File: src/common/bpfm_pkg.sv
/*
 * Constants, packet layout, register map and state codes of the
 * pattern-fill / mono-text raster datapath.
 * Assumes one clock, 8 bits per pixel, 32-bit command stream words.
 */
package bpfm_pkg;
	// ----------------------------------------------------------------
	// command packet layout
	// ----------------------------------------------------------------
	localparam logic [7:0] BPFM_OP_FILL     = 8'h01;
	localparam logic [7:0] BPFM_OP_SETUP    = 8'h02;
	localparam logic [7:0] BPFM_OP_TEXT     = 8'h03;
	localparam logic [2:0] BPFM_ARGS_FILL   = 3'h4;
	localparam logic [2:0] BPFM_ARGS_SETUP  = 3'h6;
	localparam logic [2:0] BPFM_ARGS_TEXT   = 3'h2;
	localparam int         BPFM_HDR_OP      = 24;
	localparam int         BPFM_HDR_ROP     = 16;
	localparam int         BPFM_HDR_SRCSEL  = 15;
	localparam int         BPFM_HDR_VALIGN  = 12;
	localparam int         BPFM_HDR_DYNEN   = 11;
	localparam int         BPFM_HDR_DYNDEP  = 9;
	localparam logic [1:0] BPFM_DEPTH_8BPP  = 2'h0;
	localparam logic       BPFM_SRC_STREAM  = 1'h1;
	// ----------------------------------------------------------------
	// raster operation codes and pattern geometry
	// ----------------------------------------------------------------
	localparam logic [7:0] BPFM_ROP_PAT     = 8'hf0;
	localparam logic [7:0] BPFM_ROP_SRC     = 8'hcc;
	localparam logic [6:0] BPFM_PAT_LAST    = 7'h3f;
	// ----------------------------------------------------------------
	// software registers
	// ----------------------------------------------------------------
	localparam logic [7:0] BPFM_REG_CTRL    = 8'h00;
	localparam logic [7:0] BPFM_REG_STATUS  = 8'h04;
	localparam logic [7:0] BPFM_REG_DONE    = 8'h08;
	localparam int         BPFM_CTRL_RUN    = 0;
	localparam int         BPFM_STAT_BUSY   = 0;
	localparam int         BPFM_STAT_ERR    = 1;
	localparam logic       BPFM_RUN_RST     = 1'h0;
	// ----------------------------------------------------------------
	// engine states
	// ----------------------------------------------------------------
	typedef enum logic [9:0] {
		S_IDLE = 10'h001,
		S_ARG  = 10'h002,
		S_GO   = 10'h004,
		S_PAT  = 10'h008,
		S_PATW = 10'h010,
		S_PIX  = 10'h020,
		S_RDD  = 10'h040,
		S_DWT  = 10'h080,
		S_WR   = 10'h100,
		S_NXT  = 10'h200
	} bpfm_state_t;
endpackage

File: src/design/bpfm_engine.sv
/*
 * Raster datapath: tiled 8x8 colour pattern fill and clipped mono
 * text drawn from glyph words carried in the command stream.
 * Assumes a memory port on CLK that takes a read or write each cycle
 * and returns read data later with MEM_RVALID.
 */
// The address-and-strobe port and the address map were decided locally.
// Notes on behaviour
// - raster code F0h writes the pattern pixel unchanged
// - operations without source input never read source from memory
// - raster code CCh writes the source pixel unchanged
// - operations without pattern input never read the pattern
// - pattern base uses address bits 31..3 only, quadword aligned
// - destination address is the byte address of the first write
// - vertical alignment zero maps pattern top row to first line
// - 8bpp colour pattern needs dynamic colour on with depth zero
// - the 8x8 pattern tiles across the whole rectangle
// - each new line advances the destination by the pitch in bytes
// - linear fill: height counts lines, width counts bytes
// - text source select one takes glyph data from the stream
// - immediate glyph has no source address and is bit packed
// - only text pixels inside the inclusive clip rectangle are written; fills ignore the clip rectangle
// - mono source uses no byte pitch between lines
// - at 8bpp only bits 7..0 of expansion colours count
// - pixels whose glyph bit is zero are never written
// - text uses start and end X and Y, not width and height
// - state not needed by the current packet is ignored
// - glyph bit one gives foreground, zero leaves the destination pixel unwritten
module bpfm_engine
	import bpfm_pkg::*;
(
	input  wire logic        CLK,
	input  wire logic        SYS_RST,
	input  wire logic [7:0]  REG_ADDR,
	input  wire logic [31:0] REG_WDATA,
	input  wire logic        REG_WR,
	input  wire logic        REG_RD,
	output logic      [31:0] REG_RDATA,
	input  wire logic [31:0] CMD_DATA,
	input  wire logic        CMD_VALID,
	output logic             CMD_READY,
	output logic             MEM_RD,
	output logic             MEM_WR,
	output logic      [31:0] MEM_ADDR,
	output logic      [7:0]  MEM_WDATA,
	input  wire logic [7:0]  MEM_RDATA,
	input  wire logic        MEM_RVALID,
	output logic             BUSY
);
	// ----------------------------------------------------------------
	// state and storage
	// ----------------------------------------------------------------
	bpfm_state_t st_q;
	logic        gly_q;
	logic [31:0] arg_q [0:5];
	logic [2:0]  argi_q, nargs_q;
	logic [31:0] hdr_q;
	logic        is_text_q;
	logic [7:0]  pat_q [0:63];
	logic [6:0]  pcnt_q;
	logic [15:0] x_q, y_q, xs_q, xe_q, ye_q, pitch_q;
	logic [31:0] line_q, addr_q;
	logic [7:0]  wdata_q;
	logic [31:0] gw_q;
	logic        gv_q;
	logic [4:0]  k_q;
	logic [15:0] spitch_q, cx1_q, cy1_q, cx2_q, cy2_q;
	logic [31:0] fg_q, bg_q, base_q;
	logic [7:0]  srop_q;
	logic        run_q, err_q;
	logic [31:0] done_q;

	function automatic logic [7:0] bpfm_rop(input logic [7:0] code, input logic [7:0] p,
		input logic [7:0] s, input logic [7:0] d);
		logic [7:0] r;
		r = 8'h00;
		for (int i = 0; i < 8; i++) begin
			r[i] = code[{p[i], s[i], d[i]}];
		end
		return r;
	endfunction

	// ----------------------------------------------------------------
	// decode of the current operation
	// ----------------------------------------------------------------
	logic [7:0]  rop_c, pix_pat, pix_src;
	logic        uses_p, uses_d, gbit, in_clip, wen, line_end, last_px;
	logic [2:0]  prow;
	logic [31:0] pix_addr, pbase;
	logic [7:0]  op_in;
	logic        take_hdr;

	assign op_in    = CMD_DATA[BPFM_HDR_OP +: 8];
	assign take_hdr = st_q == S_IDLE && run_q && CMD_VALID;
	assign rop_c    = is_text_q ? srop_q : hdr_q[BPFM_HDR_ROP +: 8];
	assign uses_p   = rop_c[7:4] != rop_c[3:0];
	assign uses_d   = {rop_c[7], rop_c[5], rop_c[3], rop_c[1]} != {rop_c[6], rop_c[4], rop_c[2], rop_c[0]};
	assign pbase    = {arg_q[3][31:3], 3'h0};
	assign prow     = y_q[2:0] + hdr_q[BPFM_HDR_VALIGN +: 3];
	assign pix_pat  = is_text_q ? 8'h00 : pat_q[{prow, x_q[2:0]}];
	assign gbit     = gw_q[{k_q[4:3], ~k_q[2:0]}];
	assign pix_src  = is_text_q ? (gbit ? fg_q[7:0] : bg_q[7:0]) : 8'h00;
	assign in_clip  = x_q >= cx1_q && x_q <= cx2_q && y_q >= cy1_q && y_q <= cy2_q;
	assign wen      = is_text_q ? (gbit && in_clip) : 1'b1;
	assign pix_addr = line_q + {16'h0000, x_q};
	assign line_end = x_q == xe_q;
	assign last_px  = line_end && y_q == ye_q;

	assign CMD_READY = (st_q == S_IDLE && run_q) || st_q == S_ARG || gly_q;
	assign MEM_RD    = st_q == S_PAT || st_q == S_RDD;
	assign MEM_WR    = st_q == S_WR;
	assign MEM_ADDR  = addr_q;
	assign MEM_WDATA = wdata_q;
	assign BUSY      = st_q != S_IDLE;

	// ----------------------------------------------------------------
	// sequencer
	// ----------------------------------------------------------------
	always_ff @(posedge CLK) begin
		if (SYS_RST) begin
			st_q    <= S_IDLE;
			gly_q   <= 1'b0;
			argi_q  <= 3'h0;
			nargs_q <= 3'h0;
			hdr_q   <= 32'h0;
			is_text_q <= 1'b0;
			pcnt_q  <= 7'h0;
			gv_q    <= 1'b0;
			gw_q    <= 32'h0;
			k_q     <= 5'h0;
		end else begin
			case (st_q)
				S_IDLE: begin
					if (take_hdr) begin
						hdr_q     <= CMD_DATA;
						is_text_q <= op_in == BPFM_OP_TEXT;
						argi_q    <= 3'h0;
						// unknown opcodes are dropped after the header word
						if (op_in == BPFM_OP_FILL) begin
							nargs_q <= BPFM_ARGS_FILL;
							st_q    <= S_ARG;
						end else if (op_in == BPFM_OP_SETUP) begin
							nargs_q <= BPFM_ARGS_SETUP;
							st_q    <= S_ARG;
						end else if (op_in == BPFM_OP_TEXT) begin
							nargs_q <= BPFM_ARGS_TEXT;
							st_q    <= S_ARG;
						end
					end
				end
				S_ARG: begin
					if (CMD_VALID) begin
						argi_q <= argi_q + 3'h1;
						if (argi_q + 3'h1 == nargs_q) begin
							st_q <= S_GO;
						end
					end
				end
				S_GO: begin
					pcnt_q <= 7'h0;
					if (hdr_q[BPFM_HDR_OP +: 8] == BPFM_OP_SETUP) begin
						st_q <= S_IDLE;
					end else if (is_text_q) begin
						if (hdr_q[BPFM_HDR_SRCSEL] != BPFM_SRC_STREAM || arg_q[1][15:0] < arg_q[0][15:0]
							|| arg_q[1][31:16] < arg_q[0][31:16]) begin
							st_q <= S_IDLE;
						end else begin
							st_q <= S_PIX;
						end
					end else if (arg_q[1][31:16] == 16'h0 || arg_q[1][15:0] == 16'h0) begin
						st_q <= S_IDLE;
					end else if (uses_p) begin
						if (hdr_q[BPFM_HDR_DYNEN] && hdr_q[BPFM_HDR_DYNDEP +: 2] == BPFM_DEPTH_8BPP) begin
							st_q <= S_PAT;
						end else begin
							st_q <= S_IDLE;
						end
					end else begin
						st_q <= S_PIX;
					end
				end
				S_PAT: begin
					st_q <= S_PATW;
				end
				S_PATW: begin
					if (MEM_RVALID) begin
						pcnt_q <= pcnt_q + 7'h1;
						st_q   <= pcnt_q == BPFM_PAT_LAST ? S_PIX : S_PAT;
					end
				end
				S_PIX: begin
					if (is_text_q && !gv_q) begin
						gly_q <= 1'b1;
						if (gly_q && CMD_VALID) begin
							gw_q  <= CMD_DATA;
							gv_q  <= 1'b1;
							k_q   <= 5'h0;
							gly_q <= 1'b0;
						end
					end else if (wen) begin
						st_q <= uses_d ? S_RDD : S_WR;
					end else begin
						st_q <= S_NXT;
					end
				end
				S_RDD: begin
					st_q <= S_DWT;
				end
				S_DWT: begin
					if (MEM_RVALID) begin
						st_q <= S_WR;
					end
				end
				S_WR: begin
					st_q <= S_NXT;
				end
				S_NXT: begin
					if (is_text_q) begin
						k_q <= k_q + 5'h1;
						if (k_q == 5'h1f) begin
							gv_q <= 1'b0;
						end
					end
					if (last_px) begin
						// padding bits left in the last glyph word are dropped
						gv_q <= 1'b0;
						st_q <= S_IDLE;
					end else begin
						st_q <= S_PIX;
					end
				end
				default: begin
					st_q <= S_IDLE;
				end
			endcase
		end
	end

	// ----------------------------------------------------------------
	// packet arguments and shared setup state
	// ----------------------------------------------------------------
	always_ff @(posedge CLK) begin
		if (SYS_RST) begin
			for (int i = 0; i < 6; i++) begin
				arg_q[i] <= 32'h0;
			end
			spitch_q <= 16'h0;
			cx1_q    <= 16'h0;
			cy1_q    <= 16'h0;
			cx2_q    <= 16'h0;
			cy2_q    <= 16'h0;
			fg_q     <= 32'h0;
			bg_q     <= 32'h0;
			base_q   <= 32'h0;
			srop_q   <= 8'h0;
		end else begin
			if (st_q == S_ARG && CMD_VALID) begin
				arg_q[argi_q] <= CMD_DATA;
			end
			// setup fields latch only from a setup packet
			if (st_q == S_GO && hdr_q[BPFM_HDR_OP +: 8] == BPFM_OP_SETUP) begin
				srop_q   <= hdr_q[BPFM_HDR_ROP +: 8];
				spitch_q <= arg_q[0][15:0];
				{cy1_q, cx1_q} <= arg_q[1];
				{cy2_q, cx2_q} <= arg_q[2];
				fg_q     <= arg_q[3];
				bg_q     <= arg_q[4];
				base_q   <= arg_q[5];
			end
		end
	end

	// ----------------------------------------------------------------
	// walk over the rectangle
	// ----------------------------------------------------------------
	always_ff @(posedge CLK) begin
		if (SYS_RST) begin
			x_q     <= 16'h0;
			y_q     <= 16'h0;
			xs_q    <= 16'h0;
			xe_q    <= 16'h0;
			ye_q    <= 16'h0;
			pitch_q <= 16'h0;
			line_q  <= 32'h0;
		end else if (st_q == S_GO && is_text_q) begin
			x_q     <= arg_q[0][15:0];
			y_q     <= arg_q[0][31:16];
			xs_q    <= arg_q[0][15:0];
			xe_q    <= arg_q[1][15:0];
			ye_q    <= arg_q[1][31:16];
			pitch_q <= spitch_q;
			// destination pitch only, no source pitch
			line_q  <= base_q + 32'(arg_q[0][31:16]) * 32'(spitch_q);
		end else if (st_q == S_GO) begin
			x_q     <= 16'h0;
			y_q     <= 16'h0;
			xs_q    <= 16'h0;
			// width in bytes, height in lines
			xe_q    <= arg_q[1][15:0] - 16'h0001;
			ye_q    <= arg_q[1][31:16] - 16'h0001;
			pitch_q <= arg_q[0][15:0];
			line_q  <= arg_q[2];
		end else if (st_q == S_NXT && !last_px) begin
			if (line_end) begin
				x_q    <= xs_q;
				y_q    <= y_q + 16'h0001;
				line_q <= line_q + {16'h0000, pitch_q};
			end else begin
				x_q <= x_q + 16'h0001;
			end
		end
	end

	// ----------------------------------------------------------------
	// memory datapath
	// ----------------------------------------------------------------
	always_ff @(posedge CLK) begin
		if (SYS_RST) begin
			addr_q  <= 32'h0;
			wdata_q <= 8'h0;
			for (int i = 0; i < 64; i++) begin
				pat_q[i] <= 8'h0;
			end
		end else begin
			if (st_q == S_GO) begin
				addr_q <= pbase;
			end else if (st_q == S_PATW) begin
				addr_q <= pbase + {25'h0, pcnt_q + 7'h1};
			end else begin
				addr_q <= pix_addr;
			end
			if (st_q == S_PATW && MEM_RVALID) begin
				pat_q[pcnt_q[5:0]] <= MEM_RDATA;
			end
			// the raster code combines pattern, source and destination bit by bit
			// fills carry no source operand, so no source fetch exists
			if (st_q == S_PIX || (st_q == S_DWT && MEM_RVALID)) begin
				wdata_q <= bpfm_rop(rop_c, pix_pat, pix_src, MEM_RDATA);
			end
		end
	end

	// ----------------------------------------------------------------
	// software registers
	// ----------------------------------------------------------------
	always_ff @(posedge CLK) begin
		if (SYS_RST) begin
			run_q     <= BPFM_RUN_RST;
			err_q     <= 1'b0;
			done_q    <= 32'h0;
			REG_RDATA <= 32'h0;
		end else begin
			if (REG_WR && REG_ADDR == BPFM_REG_CTRL) begin
				run_q <= REG_WDATA[BPFM_CTRL_RUN];
			end
			// a new error in the clearing cycle stays set
			if ((take_hdr && op_in != BPFM_OP_FILL && op_in != BPFM_OP_SETUP && op_in != BPFM_OP_TEXT)
				|| (st_q == S_GO && is_text_q && hdr_q[BPFM_HDR_SRCSEL] != BPFM_SRC_STREAM)) begin
				err_q <= 1'b1;
			end else if (REG_WR && REG_ADDR == BPFM_REG_STATUS && REG_WDATA[BPFM_STAT_ERR]) begin
				err_q <= 1'b0;
			end
			if ((st_q == S_NXT && last_px) || (st_q == S_GO && hdr_q[BPFM_HDR_OP +: 8] == BPFM_OP_SETUP)) begin
				done_q <= done_q + 32'h1;
			end
			REG_RDATA <= 32'h0;
			if (REG_RD) begin
				case (REG_ADDR)
					BPFM_REG_CTRL:   REG_RDATA[BPFM_CTRL_RUN] <= run_q;
					BPFM_REG_STATUS: REG_RDATA <= {30'h0, err_q, BUSY};
					BPFM_REG_DONE:   REG_RDATA <= done_q;
					default:         REG_RDATA <= 32'h0;
				endcase
			end
		end
	end
endmodule

File: config.mk
export PLATFORM = sky130hd
export DESIGN_NAME = bpfm_engine
export DESIGN_NICKNAME = d
export VERILOG_FILES = /design/src/common/bpfm_pkg.sv /design/src/design/bpfm_engine.sv
export SDC_FILE = /design/constraint.sdc
export NUM_CORES = 2
export LEC_CHECK = 0
export ABC_CLOCK_PERIOD_IN_PS = 10780
export BUFFER_PORTS_ARGS = -buffer_cell sky130_fd_sc_hd__buf_2
export CORE_UTILIZATION = 40
export CTS_CLUSTER_DIAMETER = 200
export CTS_CLUSTER_SIZE = 40
export DETAILED_ROUTE_END_ITERATION = 7
export PLACE_DENSITY_LB_ADDON = 0.08
export SKIP_LAST_GASP = 1
export SYNTH_ARGS = -nofsm -noshare
export SYNTH_HDL_FRONTEND = slang
export SYNTH_SLANG_ARGS = --single-unit
File: constraint.sdc
create_clock -name CLK -period 10.78 [get_ports CLK]
set_input_delay 1.617 -clock CLK [delete_from_list [all_inputs] [get_ports CLK]]
set_output_delay 1.617 -clock CLK [all_outputs]
set_load 0.02 [all_outputs]
* Word level (Yosys, flattened, before mapping)
Memories as Yosys holds them, arrays and structs flattened. A register that Yosys moved wholly into a read port is not among the register bits.
Index checks and enable logic that the tools add are counted.
** Word-level totals
- Flip-flop bits (word level) :: 425
- RAM bits :: 704
- Bits of input ports :: 86
- Output and inout port bits :: 76
- Logic and storage cells :: 267
- Memories :: 2
** Cells by class
- Add/sub/neg operators :: 13
- Multiply operators :: 1
- Order comparisons :: 15
- Eq/ne operators :: 39
- Mux-type cells :: 102
- Bitwise gates (word level) :: 3
- Reductions and logical operators :: 61
** Memory list
- pat_q :: depth 64, width 8, rd ports 1, clocked after memory_dff 0, write ports 64, RTL line bpfm_engine.sv:59 : logic [7:0] pat_q [0:63];
- arg_q :: depth 6, width 32, rd ports 6, clocked after memory_dff 2, write ports 6, RTL line bpfm_engine.sv:55 : logic [31:0] arg_q [0:5];
** Operators with widths (number)
- 2-to-1 mux 16 bit :: 16
- 2-to-1 mux 32 bit :: 7
- 2-to-1 mux 10 bit :: 14
- one-hot mux 10 bit (10 select lines) :: 1
- adder 32 x 16 -> 32 bit :: 2
- one-hot mux 31 bit (2 select lines) :: 1
- 2-to-1 mux 8 bit :: 5
- adder 16 x 1 -> 16 bit (second input constant) :: 2
- adder 32 x 1 -> 32 bit (second input constant) :: 1
- adder 32 bit :: 1
- adder 32 x 7 -> 32 bit :: 1
- equality test 16 bit :: 2
- >= comparator 16 bit :: 2
- <= comparator 16 bit :: 2
- logical NOT 16 bit :: 2
- less-than comparator 16 bit :: 2
- less-than comparator 3 x 4 -> 1 bit (second input constant) :: 8
- multiplier 16 x 16 -> 32 bit :: 1
- OR reduction 32 bit :: 1
- subtractor 16 x 1 -> 16 bit (second input constant) :: 2
- 2-to-1 mux 1 bit :: 28
- binary-select mux 1 bit (select 3 bit) :: 8
- equality test 8 x 2 -> 1 bit (second input constant) :: 3
- logical AND 1 bit :: 24
- 55 further kinds :: 98

* Logic depth before layout (Yosys ltp)
- Word-level depth :: 9
- Depth in mapped cells :: 25
- Gate-level depth less buffers :: 23

* Worst setup path after synthesis
OpenSTA, ideal clock, no wires.
- Path kind :: register to register
- Start :: memory arg_q[0][26]
- End :: register line_q[31]
- Data arrival time :: 6179 ps
- Required time :: 10661 ps
- Slack :: 4482 ps
- Cell stages (with the launch flop) :: 22
- Cell sequence :: edfxtp_1 > clkbuf_1 > clkbuf_1 > nand2_1 > fa_1 > fa_1 > fa_1 > fa_1 > inv_1 > fa_1 > inv_1 > fa_1 > inv_1 > ha_1 > nand3_1 > a211oi_1 > nor2_1 > o311ai_0 > a31o_2 > o211ai_1 > mux2i_1 > o221a_2
** RTL lines
- from (decl) :: RTL line bpfm_engine.sv:55
- to (signal assigned) :: RTL line bpfm_engine.sv:293 : line_q <= base_q + 32'(arg_q[0][31:16]) * 32'(spitch_q);
- to (signal assigned) :: RTL line bpfm_engine.sv:302 : line_q <= arg_q[2];
- to (signal assigned) :: RTL line bpfm_engine.sv:307 : line_q <= line_q + {16'h0000, pitch_q};
- to (decl) :: RTL line bpfm_engine.sv:62 : logic [31:0] line_q, addr_q;

* Worst setup path in the final report
- Start :: register spitch_q[2], read port of arg_q
- End :: register line_q[31]
** Between the ends
- Word-level cells in the longest chain between the ends :: 3
** RTL lines
- from (decl) :: RTL line bpfm_engine.sv:67 : logic [15:0] spitch_q, cx1_q, cy1_q, cx2_q, cy2_q;
- multiplier 16 x 16 -> 32 bit :: RTL line bpfm_engine.sv:293
- adder 32 bit :: RTL line bpfm_engine.sv:293
- 2-to-1 mux 32 bit :: RTL line bpfm_engine.sv:285 : end else if (st_q == S_GO && is_text_q) begin
Every way passes these cells.
A chain may end at the register's enable or synchronous reset.

==> flow_metrics.py <==
metrics = {
    "die": {
        "dieArea_mm2": 0.161,
        "core_mm2": 0.158,
        "io_pins": 162,
        "std_cell_rows": 146,
        "die_x_um": 401,
        "fp.dieH_um": 401,
        "initial_core_util_pct": 40.3,
    },
    "logic_synthesis": {
        "syn_inst": 6182,
        "synth_edf_count": 680,
        "yosysSeqAreaShare_pct": 46.3,
        "synth_async_sr_flop_share_pct": 0,
        "synth_compound_area_share_pct": 8.99,
        "synthTopCellsByCount": "nand2_1 (782), edfxtp_1 (680), and2_1 (668)",
        "yosysTopAreaCell": "edfxtp_1",
        "syn_area_mm2": 0.0637,
        "yosys.area_share.simple_pct": 18.0,
        "netlist.area_leader.share_pct": 32.0,
        "synth.net_count": 6736,
        "synthTopCellsByArea": "edfxtp_1 (32%), dfxtp_1 (14%), fa_1 (7.2%)",
        "ys_warn_count": 0,
        "synth_ff_type": "edfxtp_1",
        "synth.distinct_cells": 87,
        "ys_ff_latch": 1135,
        "synth_xor_area_share_pct": 2.74,
        "synthAdderAreaFrac_pct": 11.9,
        "synth_most_common_cell": "nand2_1",
        "muxShareOfSynthArea_pct": 6.84,
        "synth_top_family_by_area": "simple AND/OR/NAND/NOR gates",
        "syn_area_per_cell_um2": 10.3,
    },
    "worst_setup_path": {
        "worstSetupPathType": "flop to flop",
        "path_max_fanout": 18,
        "crit_end": "line_q[31]",
        "crit_path_end_kind": "flop",
        "crit_path_cell_trace": "nand2_1 > fa_1 > fa_1 > fa_1 > fa_1 > inv_1 > fa_1 > inv_1 > fa_1 > inv_1 > ha_1 > nand3_1 > a211oi_1 > nor2_1 > o311ai_0 > buf_4 > a31o_2 > o211ai_1 > mux2i_1 > o221a_2",
        "slowest_stage": "dfxtp_1",
        "rr_startpoint": "spitch_q[2]",
        "worstSetupPathDepth": 20,
        "worst_r2r_endpoint": "line_q[31]",
        "critical-path-top-delay-family": "adder cells",
        "worstPathArrival_ps": 7650,
        "r2r_cells": 20,
        "start_kind": "flop",
        "startpoint": "spitch_q[2]",
        "worst-path-buf-inv": 4,
        "worstPathRequired_ps": 11360,
        "reg2reg_slack_ps": 3710,
        "slowest_delay_ps": 960,
        "cpMostUsedCell": "fa_1",
    },
    "placed_design": {
        "pre_cts_slack_ps": 3700,
        "gp_congestion": 0.869,
        "port_buffers": 131,
        "hpwl_um": 144000,
    },
    "run": {
        "drv_cap": 0,
    },
    "clock_tree": {
        "clk_pin_slew_ps": 160,
        "clkSinkCount": 1135,
        "cts_tree": "done",
        "clk_latency_ps": 690,
        "ctsLongestPathBuffers": 3,
        "cts_resized": 0,
        "cts_setup_buffers": 0,
        "hold_buffers": 0,
        "h-tree-depth": 2,
        "root_buffer": "clkbuf_16",
        "cts_inserted_buffers": 34,
    },
    "route": {
        "drt-initial-drc-count": 3994,
        "via_count": 45300,
        "first_pass_iters": 6,
        "drc_errors": 0,
        "ant_nets": 0,
        "routed_wirelength_um": 205000,
        "wire_per_inst_um": 24.9,
        "vias_per_cell": 5.52,
    },
    "final_layout": {
        "finalNetCount": 6671,
        "area_growth_pct": 6.30,
        "drive_gt1_share_pct": 8.74,
    },
    "timing": {
        "finalSetupViolCount": 0,
        "rsz0062_at_grt": "false",
        "fin_crit_ps": 7070,
        "worst_pin_slew_ps": 1200,
        "fin_ws_ps": 3710,
        "min_period_over_period_pct": 65.6,
        "finalHoldViolations": 0,
        "fin_skew_ps": 39.8,
        "slew_violations": 0,
        "finalSetupTns_ps": 0,
        "relSlewSlack_pct": 19.5,
        "max_freq_mhz": 141,
    },
    "power_and_ir_drop": {
        "power.leakage_nw": 25.2,
        "p_per_area_mw_per_mm2": 106,
        "irDropWorstVdd_uv": 112,
        "total_power_mw": 7.15,
    },
    "min_path": {
        "hold_class": "flop to flop",
    },
    "global_route": {
        "grt_antenna_before_repair": 14,
        "gr-total-overflow": 0,
        "grt_pass1_wl_um": 301000,
        "grt_max_degree": 160,
        "grt_use_total_pct": 25.1,
        "grt_pass1_vias": 44300,
    },
    "outcome": {
        "status": "completed",
    },
}
## routing by layer
layer	global-route usage, %	wire, µm
met1	35.4	91500
met2	41.9	97500
met3	2.40	11100
met4	5.28	4580
met5	0	28
## through the flow
| step | std cells | hold WS (ps) | area (µm²) | util [%] |
|---|---|---|---|---|
| 6_report | 8217 | 461 | 67800 | 42.8 |
| 5_1_grt | 8216 | 476 | 67800 | 42.8 |
| 4_1_cts | 8215 | 462 | 67800 | 42.8 |
| 3_5_place_dp | 8153 | 443 | 66700 | 42.1 |
| 3_3_place_gp | 8153 | 436 | 66700 | 42.1 |
| 2_1_floorplan | 6182 | 427 | 63700 | - |
## how the worst min path moves through the flow
stage	from	end	slack (ps)	cells past startpoint
finish	gw_q[8]	gw_q[8]	460	2
detailed placement	hdr_q[11]	hdr_q[11]	440	2
CTS	gw_q[27]	gw_q[27]	460	2
global route	gw_q[20]	gw_q[20]	480	2
floorplan	hdr_q[25]	hdr_q[25]	430	2
global placement	xs_q[13]	xs_q[13]	440	2
## worst min-delay path: stages (launching register included)
cell and delay [ps]:
dfxtp_1 340, nand2_1 50, a21oi_1 50
## kinds of logic (layout without fill, tap and decap cells)
group	after synthesis	in the layout
compound gates	949	949
xor+xnor	198	198
fa+ha+maj	468	468
buf+inv	867	828
flops	1135	1135
mux	228	228
other cells	0	2
simple gates	2337	2337
## layout by cell type, fill, tap and decap left out, types with 8 or more instances in the layout
master     Yosys  routed
nand3_1       89      87
nor2b_1       32      32
o21ai_0      200     197
nand2_1      782     782
xnor2_1       98      98
a31oi_1       25      25
o22ai_1       29      29
or3_1         35      35
nand3b_1      12      12
and3_1        37      37
clkbuf_16      0      35
a221oi_1      12      12
nand2b_1      21      21
nor3_1        60      59
edfxtp_1     680     680
or4_1          8       8
o21bai_1       8       8
inv_1        491     489
mux2i_1       55      55
buf_2         29     130
a22oi_1       12      12
buf_4          7     141
fa_1         229     228
a211oi_1     112     112
o21a_1        11      11
a311oi_1      21      21
mux4_2       165     165
nor4_1        33      33
dfxtp_1      455     451
o211ai_1      12      12
nand4_1       51      51
ha_1         239     238
nor2_1       459     456
a21oi_1      387     386
xor2_1        99      99
or2_2          8       8
a21o_1        50      50
and2_1       668     668
clkbuf_1     317      23
## state kept, by name, summed over array words and instances (netlist names), 23 cells and up
| register | count |
|---|---|
| base_q | 32 |
| hdr_q | 23 |
| MEM_ADDR | 32 |
| line_q | 32 |
| done_q | 32 |
| pat_q | 512 |
| gw_q | 32 |
| arg_q | 168 |
| REG_RDATA | 32 |
## where the power goes
part | leakage [nW] | switching [mW] | internal, mW | total, mW
Combinational | 14.5 | 0.230 | 0.0992 | 0.329
Clock | 0.487 | 1.40 | 0.639 | 2.04
Sequential | 10.2 | 0.0736 | 4.71 | 4.78
## area by class of cell
cell class	instances	area (µm²)
diodes	2	5.00
clock buffers	58	962
clock inverters	4	55.1
fillers	15300	90600
inverters	491	1840
multi-input cells	4180	31000
flip-flops and latches	1135	29500
well taps	2072	2590
repair buffers	275	1780
(Power assumes the default switching activity.)
